File: src/shared/rbc_map.svh
// Register map, field positions, reset values and timing counts of the reset and brown-out control.
`ifndef RBC_MAP_SVH
`define RBC_MAP_SVH

// ----------------------------------------------------------------------------
// Register offsets
// ----------------------------------------------------------------------------
`define RBC_BROWNOUT_CONTROL_ADDR 4'h0
`define RBC_STATUS_ADDR           4'h4
`define RBC_ADDR_W                4

// ----------------------------------------------------------------------------
// Field positions and reset values
// ----------------------------------------------------------------------------
`define RBC_SW_BROWNOUT_ENABLE_BIT 7
`define RBC_BROWNOUT_FAST_START_BIT 6
`define RBC_BROWNOUT_READY_BIT     0
`define RBC_SW_BROWNOUT_ENABLE_RST 1'b1
`define RBC_BROWNOUT_FAST_START_RST 1'b0
`define RBC_ST_RESET_ACTIVE_BIT    0
`define RBC_ST_DELAY_RUN_BIT       1
`define RBC_ST_BROWNOUT_FLAG_BIT   2
`define RBC_ST_PIN_RESET_BIT       3
`define RBC_ST_BROWNOUT_ON_BIT     4
`define RBC_ST_PIN_LEVEL_BIT       5

// ----------------------------------------------------------------------------
// Timing
// ----------------------------------------------------------------------------
`define RBC_CLK_HZ            40000000
`define RBC_POWER_UP_DELAY_US 64000
`define RBC_POWER_UP_DELAY_CYC ((`RBC_CLK_HZ / 1000) * (`RBC_POWER_UP_DELAY_US / 1000))
`define RBC_FILTER_TIME_NS    1000
`define RBC_FILTER_CYC        ((`RBC_FILTER_TIME_NS * (`RBC_CLK_HZ / 1000000) + 999) / 1000)
`define RBC_PIN_FILTER_NS     500
`define RBC_PIN_FILTER_CYC    ((`RBC_PIN_FILTER_NS * (`RBC_CLK_HZ / 1000000) + 999) / 1000)
`define RBC_SLOW_DIV          40

`endif

File: src/shared/rbc_pkg.sv
// Types shared by the reset and brown-out control.
package rbc_pkg;

	typedef enum logic [1:0] {
		RBC_MODE_OFF      = 2'b00,
		RBC_MODE_SOFTWARE = 2'b01,
		RBC_MODE_NO_SLEEP = 2'b10,
		RBC_MODE_ALWAYS   = 2'b11
	} rbc_mode_e;

	typedef struct packed {
		rbc_mode_e  brownout_mode_sel;
		logic       brownout_level_sel;
		logic       power_up_delay_enable_n;
		logic       low_power_brownout_n;
		logic       external_reset_pin_enable;
		logic       low_voltage_program_enable;
	} rbc_config_s;

	typedef struct packed {
		logic power_on;
		logic brownout_below;
		logic brownout_ready;
		logic low_power_below;
	} rbc_analog_s;

endpackage

File: src/rbc_delay.sv
// Power-up delay counter advanced by a slow tick.
`timescale 1ns/1ps

module rbc_delay
	import rbc_pkg::*;
#(
	parameter int unsigned TICKS = 1600
) (
	// Clock and reset
	input  wire logic clk_i,
	input  wire logic rst_i,
	// Control
	input  wire logic restart_i,
	input  wire logic tick_i,
	output logic      running_o
);

	localparam int unsigned CW = $clog2(TICKS + 1);

	logic [CW-1:0] cnt_q;
	wire           done = (cnt_q == CW'(TICKS));

	always_ff @(posedge clk_i) begin
		if (rst_i || restart_i) begin
			cnt_q <= '0;
		end else if (tick_i && !done) begin
			cnt_q <= cnt_q + 1'b1;
		end
	end

	assign running_o = !done;

endmodule

File: src/rbc_filter.sv
// Persistence filter: output follows input only after it has held for a number of cycles.
`timescale 1ns/1ps

module rbc_filter
	import rbc_pkg::*;
#(
	parameter int unsigned CYCLES = 40
) (
	// Clock and reset
	input  wire logic clk_i,
	input  wire logic rst_i,
	// Data
	input  wire logic in_i,
	output logic      out_o
);

	localparam int unsigned CW = $clog2(CYCLES + 1);

	logic [CW-1:0] cnt_q;
	logic          out_q;
	wire           differs = (in_i != out_q);
	wire           done    = (cnt_q == CW'(CYCLES - 1));

	always_ff @(posedge clk_i) begin
		if (rst_i || !differs) begin
			cnt_q <= '0;
		end else if (!done) begin
			cnt_q <= cnt_q + 1'b1;
		end
	end

	always_ff @(posedge clk_i) begin
		if (rst_i) begin
			out_q <= 1'b0;
		end else if (differs && done) begin
			out_q <= in_i;
		end
	end

	assign out_o = out_q;

endmodule

File: src/rbc_top.sv
// Reset and brown-out control with a classic Wishbone register slave.
`timescale 1ns/1ps
`include "rbc_map.svh"

module rbc_top
	import rbc_pkg::*;
#(
	parameter int unsigned POWER_UP_DELAY_CYC = `RBC_POWER_UP_DELAY_CYC,
	parameter int unsigned SLOW_DIV           = `RBC_SLOW_DIV
) (
	// Clock and reset
	input  wire logic        clk_i,
	input  wire logic        rst_i,
	// Wishbone slave
	input  wire logic        cyc_i,
	input  wire logic        stb_i,
	input  wire logic        we_i,
	input  wire logic [3:0]  adr_i,
	input  wire logic [3:0]  sel_i,
	input  wire logic [31:0] dat_i,
	output logic [31:0]      dat_o,
	output logic             ack_o,
	// Configuration words and CPU state
	input  wire rbc_config_s cfg_i,
	input  wire logic        sleep_i,
	input  wire logic        pin_pullup_sw_i,
	// Analog monitors and reset pin
	input  wire rbc_analog_s analog_i,
	input  wire logic        reset_pin_i,
	output logic             reset_pin_o,
	output logic             reset_pin_oe_o,
	output logic             reset_pin_pullup_o,
	output logic             pin_gpio_o,
	// Analog controls
	output logic             brownout_enable_o,
	output logic             brownout_level_low_o,
	output logic             band_gap_force_o,
	output logic             low_power_brownout_en_o,
	// Results
	output logic             brownout_reset_o,
	output logic             brownout_flag_o,
	output logic             internal_reset_o
);

	// ------------------------------------------------------------------------
	// Input synchronisers
	// ------------------------------------------------------------------------
	// Pin and monitor levels arrive from outside the clock domain and pass two flops first.
	localparam int unsigned NS = 5;
	logic [NS-1:0] sync1_q;
	logic [NS-1:0] sync2_q;
	wire  [NS-1:0] async_in = {reset_pin_i, analog_i.low_power_below, analog_i.brownout_ready,
		analog_i.brownout_below, analog_i.power_on};

	always_ff @(posedge clk_i) begin
		sync1_q <= async_in;
		sync2_q <= sync1_q;
	end

	wire por_s     = sync2_q[0];
	wire below_s   = sync2_q[1];
	wire ready_s   = sync2_q[2];
	wire lp_below_s = sync2_q[3];
	wire pin_s     = sync2_q[4];

	// ------------------------------------------------------------------------
	// Software register
	// ------------------------------------------------------------------------
	logic sw_en_q;
	logic fast_start_q;
	logic ack_q;
	logic [31:0] dat_q;
	wire  req        = cyc_i && stb_i && !ack_q;
	wire  hit_ctrl   = (adr_i == `RBC_BROWNOUT_CONTROL_ADDR);
	wire  hit_status = (adr_i == `RBC_STATUS_ADDR);
	// A write lands at the edge where the master sees ack, while it still holds the request.
	wire  wr_ctrl    = cyc_i && stb_i && ack_q && we_i && hit_ctrl && sel_i[0];

	always_ff @(posedge clk_i) begin
		if (rst_i) begin
			sw_en_q <= `RBC_SW_BROWNOUT_ENABLE_RST;
		end else if (wr_ctrl) begin
			sw_en_q <= dat_i[`RBC_SW_BROWNOUT_ENABLE_BIT];
		end
	end

	always_ff @(posedge clk_i) begin
		if (rst_i) begin
			fast_start_q <= `RBC_BROWNOUT_FAST_START_RST;
		end else if (wr_ctrl) begin
			fast_start_q <= dat_i[`RBC_BROWNOUT_FAST_START_BIT];
		end
	end

	// ------------------------------------------------------------------------
	// Brown-out mode decode
	// ------------------------------------------------------------------------
	wire rbc_mode_e mode = cfg_i.brownout_mode_sel;
	wire mode_always = (mode == RBC_MODE_ALWAYS);
	wire mode_nosleep = (mode == RBC_MODE_NO_SLEEP);
	wire mode_sw     = (mode == RBC_MODE_SOFTWARE);
	// Detector on per mode; software mode is gated by the enable bit.
	wire bo_on = mode_always || (mode_nosleep && !sleep_i) || (mode_sw && sw_en_q);
	// Main detector protection only counts once the circuit reports ready.
	wire bo_active = bo_on && ready_s;
	// Start-up and wake from Sleep wait for ready in the two forced modes.
	// Sleep itself never becomes a reset, or the core would lose its state; only the wake waits.
	wire wait_ready = (mode_always || mode_nosleep) && !ready_s && !sleep_i;
	wire lp_en = !cfg_i.low_power_brownout_n;

	// ------------------------------------------------------------------------
	// Filters and the combined brown-out request
	// ------------------------------------------------------------------------
	logic bo_filt;
	logic lp_filt;
	logic pin_low_filt;

	// A dip must outlast the filter count; shorter dips never reach the reset.
	rbc_filter #(.CYCLES(`RBC_FILTER_CYC)) u_bo_filter (
		.clk_i (clk_i),
		.rst_i (rst_i),
		.in_i  (bo_active && below_s),
		.out_o (bo_filt)
	);

	rbc_filter #(.CYCLES(`RBC_FILTER_CYC)) u_lp_filter (
		.clk_i (clk_i),
		.rst_i (rst_i),
		.in_i  (lp_en && lp_below_s),
		.out_o (lp_filt)
	);

	// Pin reset is enabled by programming mode or the pin enable bit.
	wire pin_en = cfg_i.low_voltage_program_enable || cfg_i.external_reset_pin_enable;

	rbc_filter #(.CYCLES(`RBC_PIN_FILTER_CYC)) u_pin_filter (
		.clk_i (clk_i),
		.rst_i (rst_i),
		.in_i  (pin_en && !pin_s),
		.out_o (pin_low_filt)
	);

	// Either detector's request counts as one brown-out.
	wire bo_req = bo_filt || lp_filt;

	// ------------------------------------------------------------------------
	// Power-up delay
	// ------------------------------------------------------------------------
	// The slow tick keeps the counter narrow at the cost of up to one tick of slack.
	localparam int unsigned TICKS = (POWER_UP_DELAY_CYC + SLOW_DIV - 1) / SLOW_DIV;
	localparam int unsigned DW = $clog2(SLOW_DIV + 1);
	logic [DW-1:0] div_q;
	wire  tick = (div_q == DW'(SLOW_DIV - 1));
	logic delay_run;

	always_ff @(posedge clk_i) begin
		if (rst_i || tick) begin
			div_q <= '0;
		end else begin
			div_q <= div_q + 1'b1;
		end
	end

	// The counter is held at zero while power-on or brown-out is asserted, so the
	// delay only starts after both release.
	rbc_delay #(.TICKS(TICKS)) u_delay (
		.clk_i     (clk_i),
		.rst_i     (rst_i),
		.restart_i (por_s || bo_req),
		.tick_i    (tick),
		.running_o (delay_run)
	);

	wire delay_hold = !cfg_i.power_up_delay_enable_n && delay_run;

	// ------------------------------------------------------------------------
	// Combined reset and sticky flag
	// ------------------------------------------------------------------------
	wire reset_d = por_s || bo_req || pin_low_filt || delay_hold || wait_ready;
	logic reset_q;
	logic flag_q;
	logic bo_req_q;
	wire  flag_clr = wr_ctrl && !dat_i[`RBC_ST_BROWNOUT_FLAG_BIT];

	always_ff @(posedge clk_i) begin
		if (rst_i) begin
			reset_q <= 1'b1;
		end else begin
			reset_q <= reset_d;
		end
	end

	always_ff @(posedge clk_i) begin
		if (rst_i) begin
			bo_req_q <= 1'b0;
		end else begin
			bo_req_q <= bo_req;
		end
	end

	// Either detector sets the one flag; a set wins over a clear.
	always_ff @(posedge clk_i) begin
		if (rst_i) begin
			flag_q <= 1'b0;
		end else if (bo_req) begin
			flag_q <= 1'b1;
		end else if (flag_clr) begin
			flag_q <= 1'b0;
		end
	end

	// ------------------------------------------------------------------------
	// Bus answer
	// ------------------------------------------------------------------------
	wire [31:0] ctrl_word = {24'h00_0000, sw_en_q, fast_start_q, 5'b0_0000, bo_active};
	wire [31:0] stat_word = {26'h000_0000, pin_s, bo_on, pin_low_filt, flag_q, delay_hold, reset_q};
	wire [31:0] rd_word = hit_ctrl ? ctrl_word : (hit_status ? stat_word : 32'h0000_0000);

	always_ff @(posedge clk_i) begin
		if (rst_i) begin
			ack_q <= 1'b0;
		end else begin
			ack_q <= req;
		end
	end

	// Read data stands only in the ack cycle, so a stale word is never seen.
	always_ff @(posedge clk_i) begin
		if (rst_i) begin
			dat_q <= 32'h0000_0000;
		end else begin
			dat_q <= (req && !we_i) ? rd_word : 32'h0000_0000;
		end
	end

	// ------------------------------------------------------------------------
	// Registered outputs
	// ------------------------------------------------------------------------
	logic bo_en_q;
	logic level_q;
	logic bg_q;
	logic lp_en_q;
	logic pullup_q;
	logic gpio_q;
	logic pin_drive_q;
	logic pin_oe_q;

	always_ff @(posedge clk_i) begin
		if (rst_i) begin
			bo_en_q <= 1'b0;
		end else begin
			bo_en_q <= bo_on;
		end
	end

	always_ff @(posedge clk_i) begin
		if (rst_i) begin
			level_q <= 1'b0;
		end else begin
			level_q <= cfg_i.brownout_level_sel;
		end
	end

	always_ff @(posedge clk_i) begin
		if (rst_i) begin
			bg_q <= 1'b0;
		end else begin
			bg_q <= fast_start_q && (mode_nosleep || mode_sw);
		end
	end

	always_ff @(posedge clk_i) begin
		if (rst_i) begin
			lp_en_q <= 1'b0;
		end else begin
			lp_en_q <= lp_en;
		end
	end

	always_ff @(posedge clk_i) begin
		if (rst_i) begin
			pullup_q <= 1'b1;
		end else begin
			pullup_q <= pin_en || pin_pullup_sw_i;
		end
	end

	always_ff @(posedge clk_i) begin
		if (rst_i) begin
			gpio_q <= 1'b1;
		end else begin
			gpio_q <= pin_s;
		end
	end

	// The pin is an input only, so its drive and enable flops never leave zero.
	always_ff @(posedge clk_i) begin
		pin_drive_q <= 1'b0;
		pin_oe_q    <= 1'b0;
	end

	assign dat_o   = dat_q;
	assign ack_o   = ack_q;
	assign reset_pin_o    = pin_drive_q;
	assign reset_pin_oe_o = pin_oe_q;
	assign reset_pin_pullup_o = pullup_q;
	assign pin_gpio_o     = gpio_q;
	assign brownout_enable_o     = bo_en_q;
	assign brownout_level_low_o  = level_q;
	assign band_gap_force_o      = bg_q;
	assign low_power_brownout_en_o = lp_en_q;
	assign brownout_reset_o = bo_req_q;
	assign brownout_flag_o  = flag_q;
	assign internal_reset_o = reset_q;

endmodule
File: config.mk
export PLATFORM = sky130hd
export DESIGN_NAME = rbc_top
export DESIGN_NICKNAME = d
export VERILOG_FILES = /design/src/shared/rbc_pkg.sv /design/src/rbc_delay.sv /design/src/rbc_filter.sv /design/src/rbc_top.sv
export VERILOG_INCLUDE_DIRS = /design/src /design/src/shared
export SDC_FILE = /design/constraint.sdc
export NUM_CORES = 1
export LEC_CHECK = 0
export BUFFER_PORTS_ARGS = -buffer_cell sky130_fd_sc_hd__buf_2
export CORE_AREA = 10 10 90 92
export DETAILED_ROUTE_END_ITERATION = 6
export DIE_AREA = 0 0 100 102
export PLACE_DENSITY = 0.86
export SYNTH_ARGS = -nofsm -noshare
export SYNTH_HDL_FRONTEND = slang
export SYNTH_SLANG_ARGS = --single-unit
File: constraint.sdc
create_clock -name clk_i -period 2.1 [get_ports clk_i]
set_input_delay 0.315 -clock clk_i [delete_from_list [all_inputs] [get_ports clk_i]]
set_output_delay 0.315 -clock clk_i [all_outputs]
set_load 0.05 [all_outputs]
==> out/summary.md <==
IR analysis of the VDD net gives a maximum drop of 511 uV. The tools report the antenna diode count as 0. The worst setup path is launched from a flip-flop. The Yosys step of the flow raised 0 warnings. Of all cell types, the one taking the most synthesized area is sky130_fd_sc_hd__dfxtp_1.

The initial antenna violation count came out at 0. The signal arrival time at the worst endpoint was 2220 ps; the number of cells on the worst reg-to-reg path was 6. The logs give 0.138 for the met1 global-route usage and 72 for the clock sink count. During placement, the flow inserted port buffers numbering 44. Setup repair after global routing left no endpoint under its margin. The first-pass GRT wire length is 11000 um, and the net switching share of the total power is 0.266. The fraction of layout instances using a drive strength above 1 is 0.183, and the total number of placement rows is 29. The die width was 100 um; the worst hold margin was 66.1 ps. The multi-input combinational cells in the finished layout cover a total of 1490 sq um.

For the portion of total power attributed to combinational logic, the log shows 0.087. Detailed routing inserted a total of 2454 vias. The cell area after technology mapping is 3100 sq um. Total power for the finished layout comes to 2.72 mW. Leaving out fill and tap cells, the most frequent cell in the layout is sky130_fd_sc_hd__dfxtp_1.

The run gives 4 as the number of detailed-routing iterations run before antenna repair. Measured along the y axis, the die boundary spans 102 um. For the number of levels in the clock H-tree, the log shows 3.

The tightest min-delay check is of the primary input to flip-flop type. The pre-CTS setup slack was 178 ps. Once layout is done, the placed cells without fillers occupy 3510 sq um. Max-cap check violation count: 0. The logs give 14 for the pin count of the biggest net entering global routing and 157 ps for the setup slack after layout. The async set-or-reset flop fraction in the synthesized netlist works out to 0.

The signed area change from the synthesized netlist to the final layout was 13.3%. The clock reaches the later pin of the worst-skew pair after 350 ps. For the finished layout, the period the worst path requires is 1940 ps. Summed over all nets, the switching power comes to 0.722 mW.

The final hold violation count is 0, and the number of enable-type register cells in the synthesized netlist is 0. For the fraction of power consumed by the clock network, the log shows 0.397. The share of the clock period used by the worst path after layout came out at 0.925. The flow ran to the end, and the final reports show no timing, DRC or antenna violations. Dividing the synthesized area by the synthesized cell count gives 9.29 sq um. In the routed design, unresolved DRC markers number 0.

In this run, synthesis produced a sequential element count of 72. The max-slew violation total from the final report was 0; the fraction of post-synthesis cell area in the top cell type by area was 0.465. After detailed placement, the total cell area comes to 3320 sq um.

The logs give 0.130 for the overall global routing resource usage and 451 for the count of nets after finishing. The detail-routed net length per standard cell works out to 14.1 um. The global routing stage identified its most utilized layer as met2. Leaving out fill and tap cells, the most frequent cells in the layout are sky130_fd_sc_hd__dfxtp_1, sky130_fd_sc_hd__buf_2, sky130_fd_sc_hd__nor2_1, sky130_fd_sc_hd__conb_1, sky130_fd_sc_hd__nand2_1.

The sum of negative setup slack is 0 ps, and the last weighted congestion value of the routability-driven placer is 0.817. Cell chosen for the clock root: sky130_fd_sc_hd__clkbuf_8. The maximum buffer depth of the clock tree was 2. The tools report the area of the core as 6280 sq um. The tools report the worst clock skew as 13.3 ps.

For the pin with the worst max-slew slack, the measured transition is 622 ps. The worst hold path depth was 1; the count of endpoints failing setup in the final report was 0. The critical path is of the flip-flop to flip-flop type. The synthesized instance count was 334. The tools report the count of routing violations after the opening detailed-route iteration as 118.

The maximum frequency from static timing analysis was 515 MHz. In this run the remaining antenna-violating nets after routing total 0. In this run the count of I/O pins placed on the die edge is 103. In this run the worst path has a maximum fanout of 13.

Initial cell density of the core: 0.494. By area the synthesized netlist is led by sky130_fd_sc_hd__dfxtp_1, sky130_fd_sc_hd__buf_4, sky130_fd_sc_hd__nor2_1. Number of filler cells placed in the layout: 557. Registers take 1440 sq um. The logs give 2420 for the number of global-route vias before repair and 0.517 for the sequential fraction of design power. STA puts the critical path data required time at 2380 ps. The area of the die was 10200 sq um. The tools report the estimated wirelength of the detail-placed design as 5130 um.

The worst setup path is captured at a flip-flop. The tools report the number of buffers added by the clock tree synthesis step as 9. After detailed routing, the total wire length is 6580 um. The number of different library cells in the post-synthesis netlist was 45; the met2 track demand over resource was 0.218.

Summed over all layers, the global routing overflow is 0. Clock-pin slew was measured on the worst setup and hold paths at 80 ps. Cell internal power was estimated by the tool at 1.99 mW. In the routed layout, each cell is associated on average with a via count of 5.28. The tools report the remaining max-slew budget at the tightest pin as 0.584. TritonCTS built the clock tree. The static leakage power was 1.48 nW; the power per unit of standard cell area was 773 nW/um^2. The tools report the sequential share of the synthesized area as 0.465.

The run gives 0.0688 as the fraction of met3 tracks used by global routing. Flip-flop cell with the highest count after synthesis: sky130_fd_sc_hd__dfxtp_1.
cells by family after synthesis:
family | Yosys count | synth area share
buffers and inverters | 45 | 0.0867
other | 1 | 0.00121
xor gates and xnor gates | 19 | 0.0536
adders and majority gates | 9 | 0.0363
DFF | 72 | 0.465
AOI/OAI and AO/OA | 32 | 0.0665
and+or+nand+nor | 144 | 0.252
muxes | 12 | 0.0387
worst max-delay path: stages (launching register included):
cell and delay, ps:
sky130_fd_sc_hd__dfxtp_1 410, sky130_fd_sc_hd__inv_1 80, sky130_fd_sc_hd__ha_1 210, sky130_fd_sc_hd__and3b_1 170, sky130_fd_sc_hd__and4_1 330, sky130_fd_sc_hd__or4_1 520, sky130_fd_sc_hd__a21oi_1 150
power groups by stage:
stage | Sequential, mW | Clock, mW | Combinational [mW]
2_1_floorplan | 1.46 | 0 | 0.194
3_3_place_gp | 1.43 | 0 | 0.229
3_5_place_dp | 1.44 | 0 | 0.233
4_1_cts | 1.40 | 1.10 | 0.234
5_1_grt | 1.41 | 1.16 | 0.253
6_report | 1.40 | 1.08 | 0.235
Yosys cell counts (2+ instances only):
cell type,n
sky130_fd_sc_hd__a21oi_1,13
sky130_fd_sc_hd__or4_1,5
sky130_fd_sc_hd__nand4_1,3
sky130_fd_sc_hd__nor2_1,36
sky130_fd_sc_hd__clkbuf_1,8
sky130_fd_sc_hd__xor2_1,10
sky130_fd_sc_hd__nand3_1,16
sky130_fd_sc_hd__and2_1,5
sky130_fd_sc_hd__o21ai_0,4
sky130_fd_sc_hd__dfxtp_1,72
sky130_fd_sc_hd__mux2i_1,12
sky130_fd_sc_hd__nor3b_1,3
sky130_fd_sc_hd__buf_2,2
sky130_fd_sc_hd__nor4_1,7
sky130_fd_sc_hd__nor3_1,10
sky130_fd_sc_hd__buf_4,26
sky130_fd_sc_hd__or2_2,2
sky130_fd_sc_hd__a41o_1,3
sky130_fd_sc_hd__o31ai_1,5
sky130_fd_sc_hd__nand2_1,21
sky130_fd_sc_hd__and3_1,4
sky130_fd_sc_hd__a31oi_1,3
sky130_fd_sc_hd__nor2b_1,6
sky130_fd_sc_hd__ha_1,9
sky130_fd_sc_hd__inv_1,9
sky130_fd_sc_hd__and4_1,3
sky130_fd_sc_hd__nand2b_1,9
sky130_fd_sc_hd__or3_1,3
sky130_fd_sc_hd__xnor2_1,9
flip-flops by register name (all words and copies together), names as in the netlist, 5 cells and up:
| name | flops |
|---|---|
| u_lp_filter.cnt_q | 6 |
| u_pin_filter.cnt_q | 5 |
| u_delay.cnt_q | 16 |
| sync1_q | 5 |
| sync2_q | 5 |
| u_bo_filter.cnt_q | 6 |
| dat_o | 8 |
| div_q | 6 |
per-stage QoR:
stage	utilization	instances
2_1_floorplan	-	359
6_report	0.560	465
3_5_place_dp	0.528	449
3_3_place_gp	0.528	449
4_1_cts	0.559	465
5_1_grt	0.560	465
area by class of cell:
class,count,share of cell area
clock buffer,10,0.0363
clock inverter,6,0.0196
inverter,9,0.00961
multi-input combinational,242,0.424
sequential,72,0.410
tap,77,0.0274
timing repair buffer,49,0.0733
layer usage:
| metal | up-vias | routed length [um] |
|---|---|---|
| met3 | 12 | 658 |
| li1 | 1207 | - |
| met4 | 0 | 119 |
| met5 | - | 0 |
| met1 | 1149 | 2580 |
| met2 | 86 | 3220 |
repair_timing:
item	4_1_cts	5_1_grt
setup endpoints to repair	0	3
gates resized for setup	0	1
endpoints found under the hold margin	0	0
hold buffers	0	0
setup buffers	0	0
worst paths after layout:
path,slack (ps),from,endpoint
worst max-delay path,160,u_delay.cnt_q[0],u_delay.cnt_q[3]
worst max register to register,160,u_delay.cnt_q[0],u_delay.cnt_q[3]
worst min-delay path,70,analog_i[0],sync1_q[3]
worst min register to register,320,sync1_q[2],sync2_q[2]
Note: power is estimated with default switching activity, not from simulation.
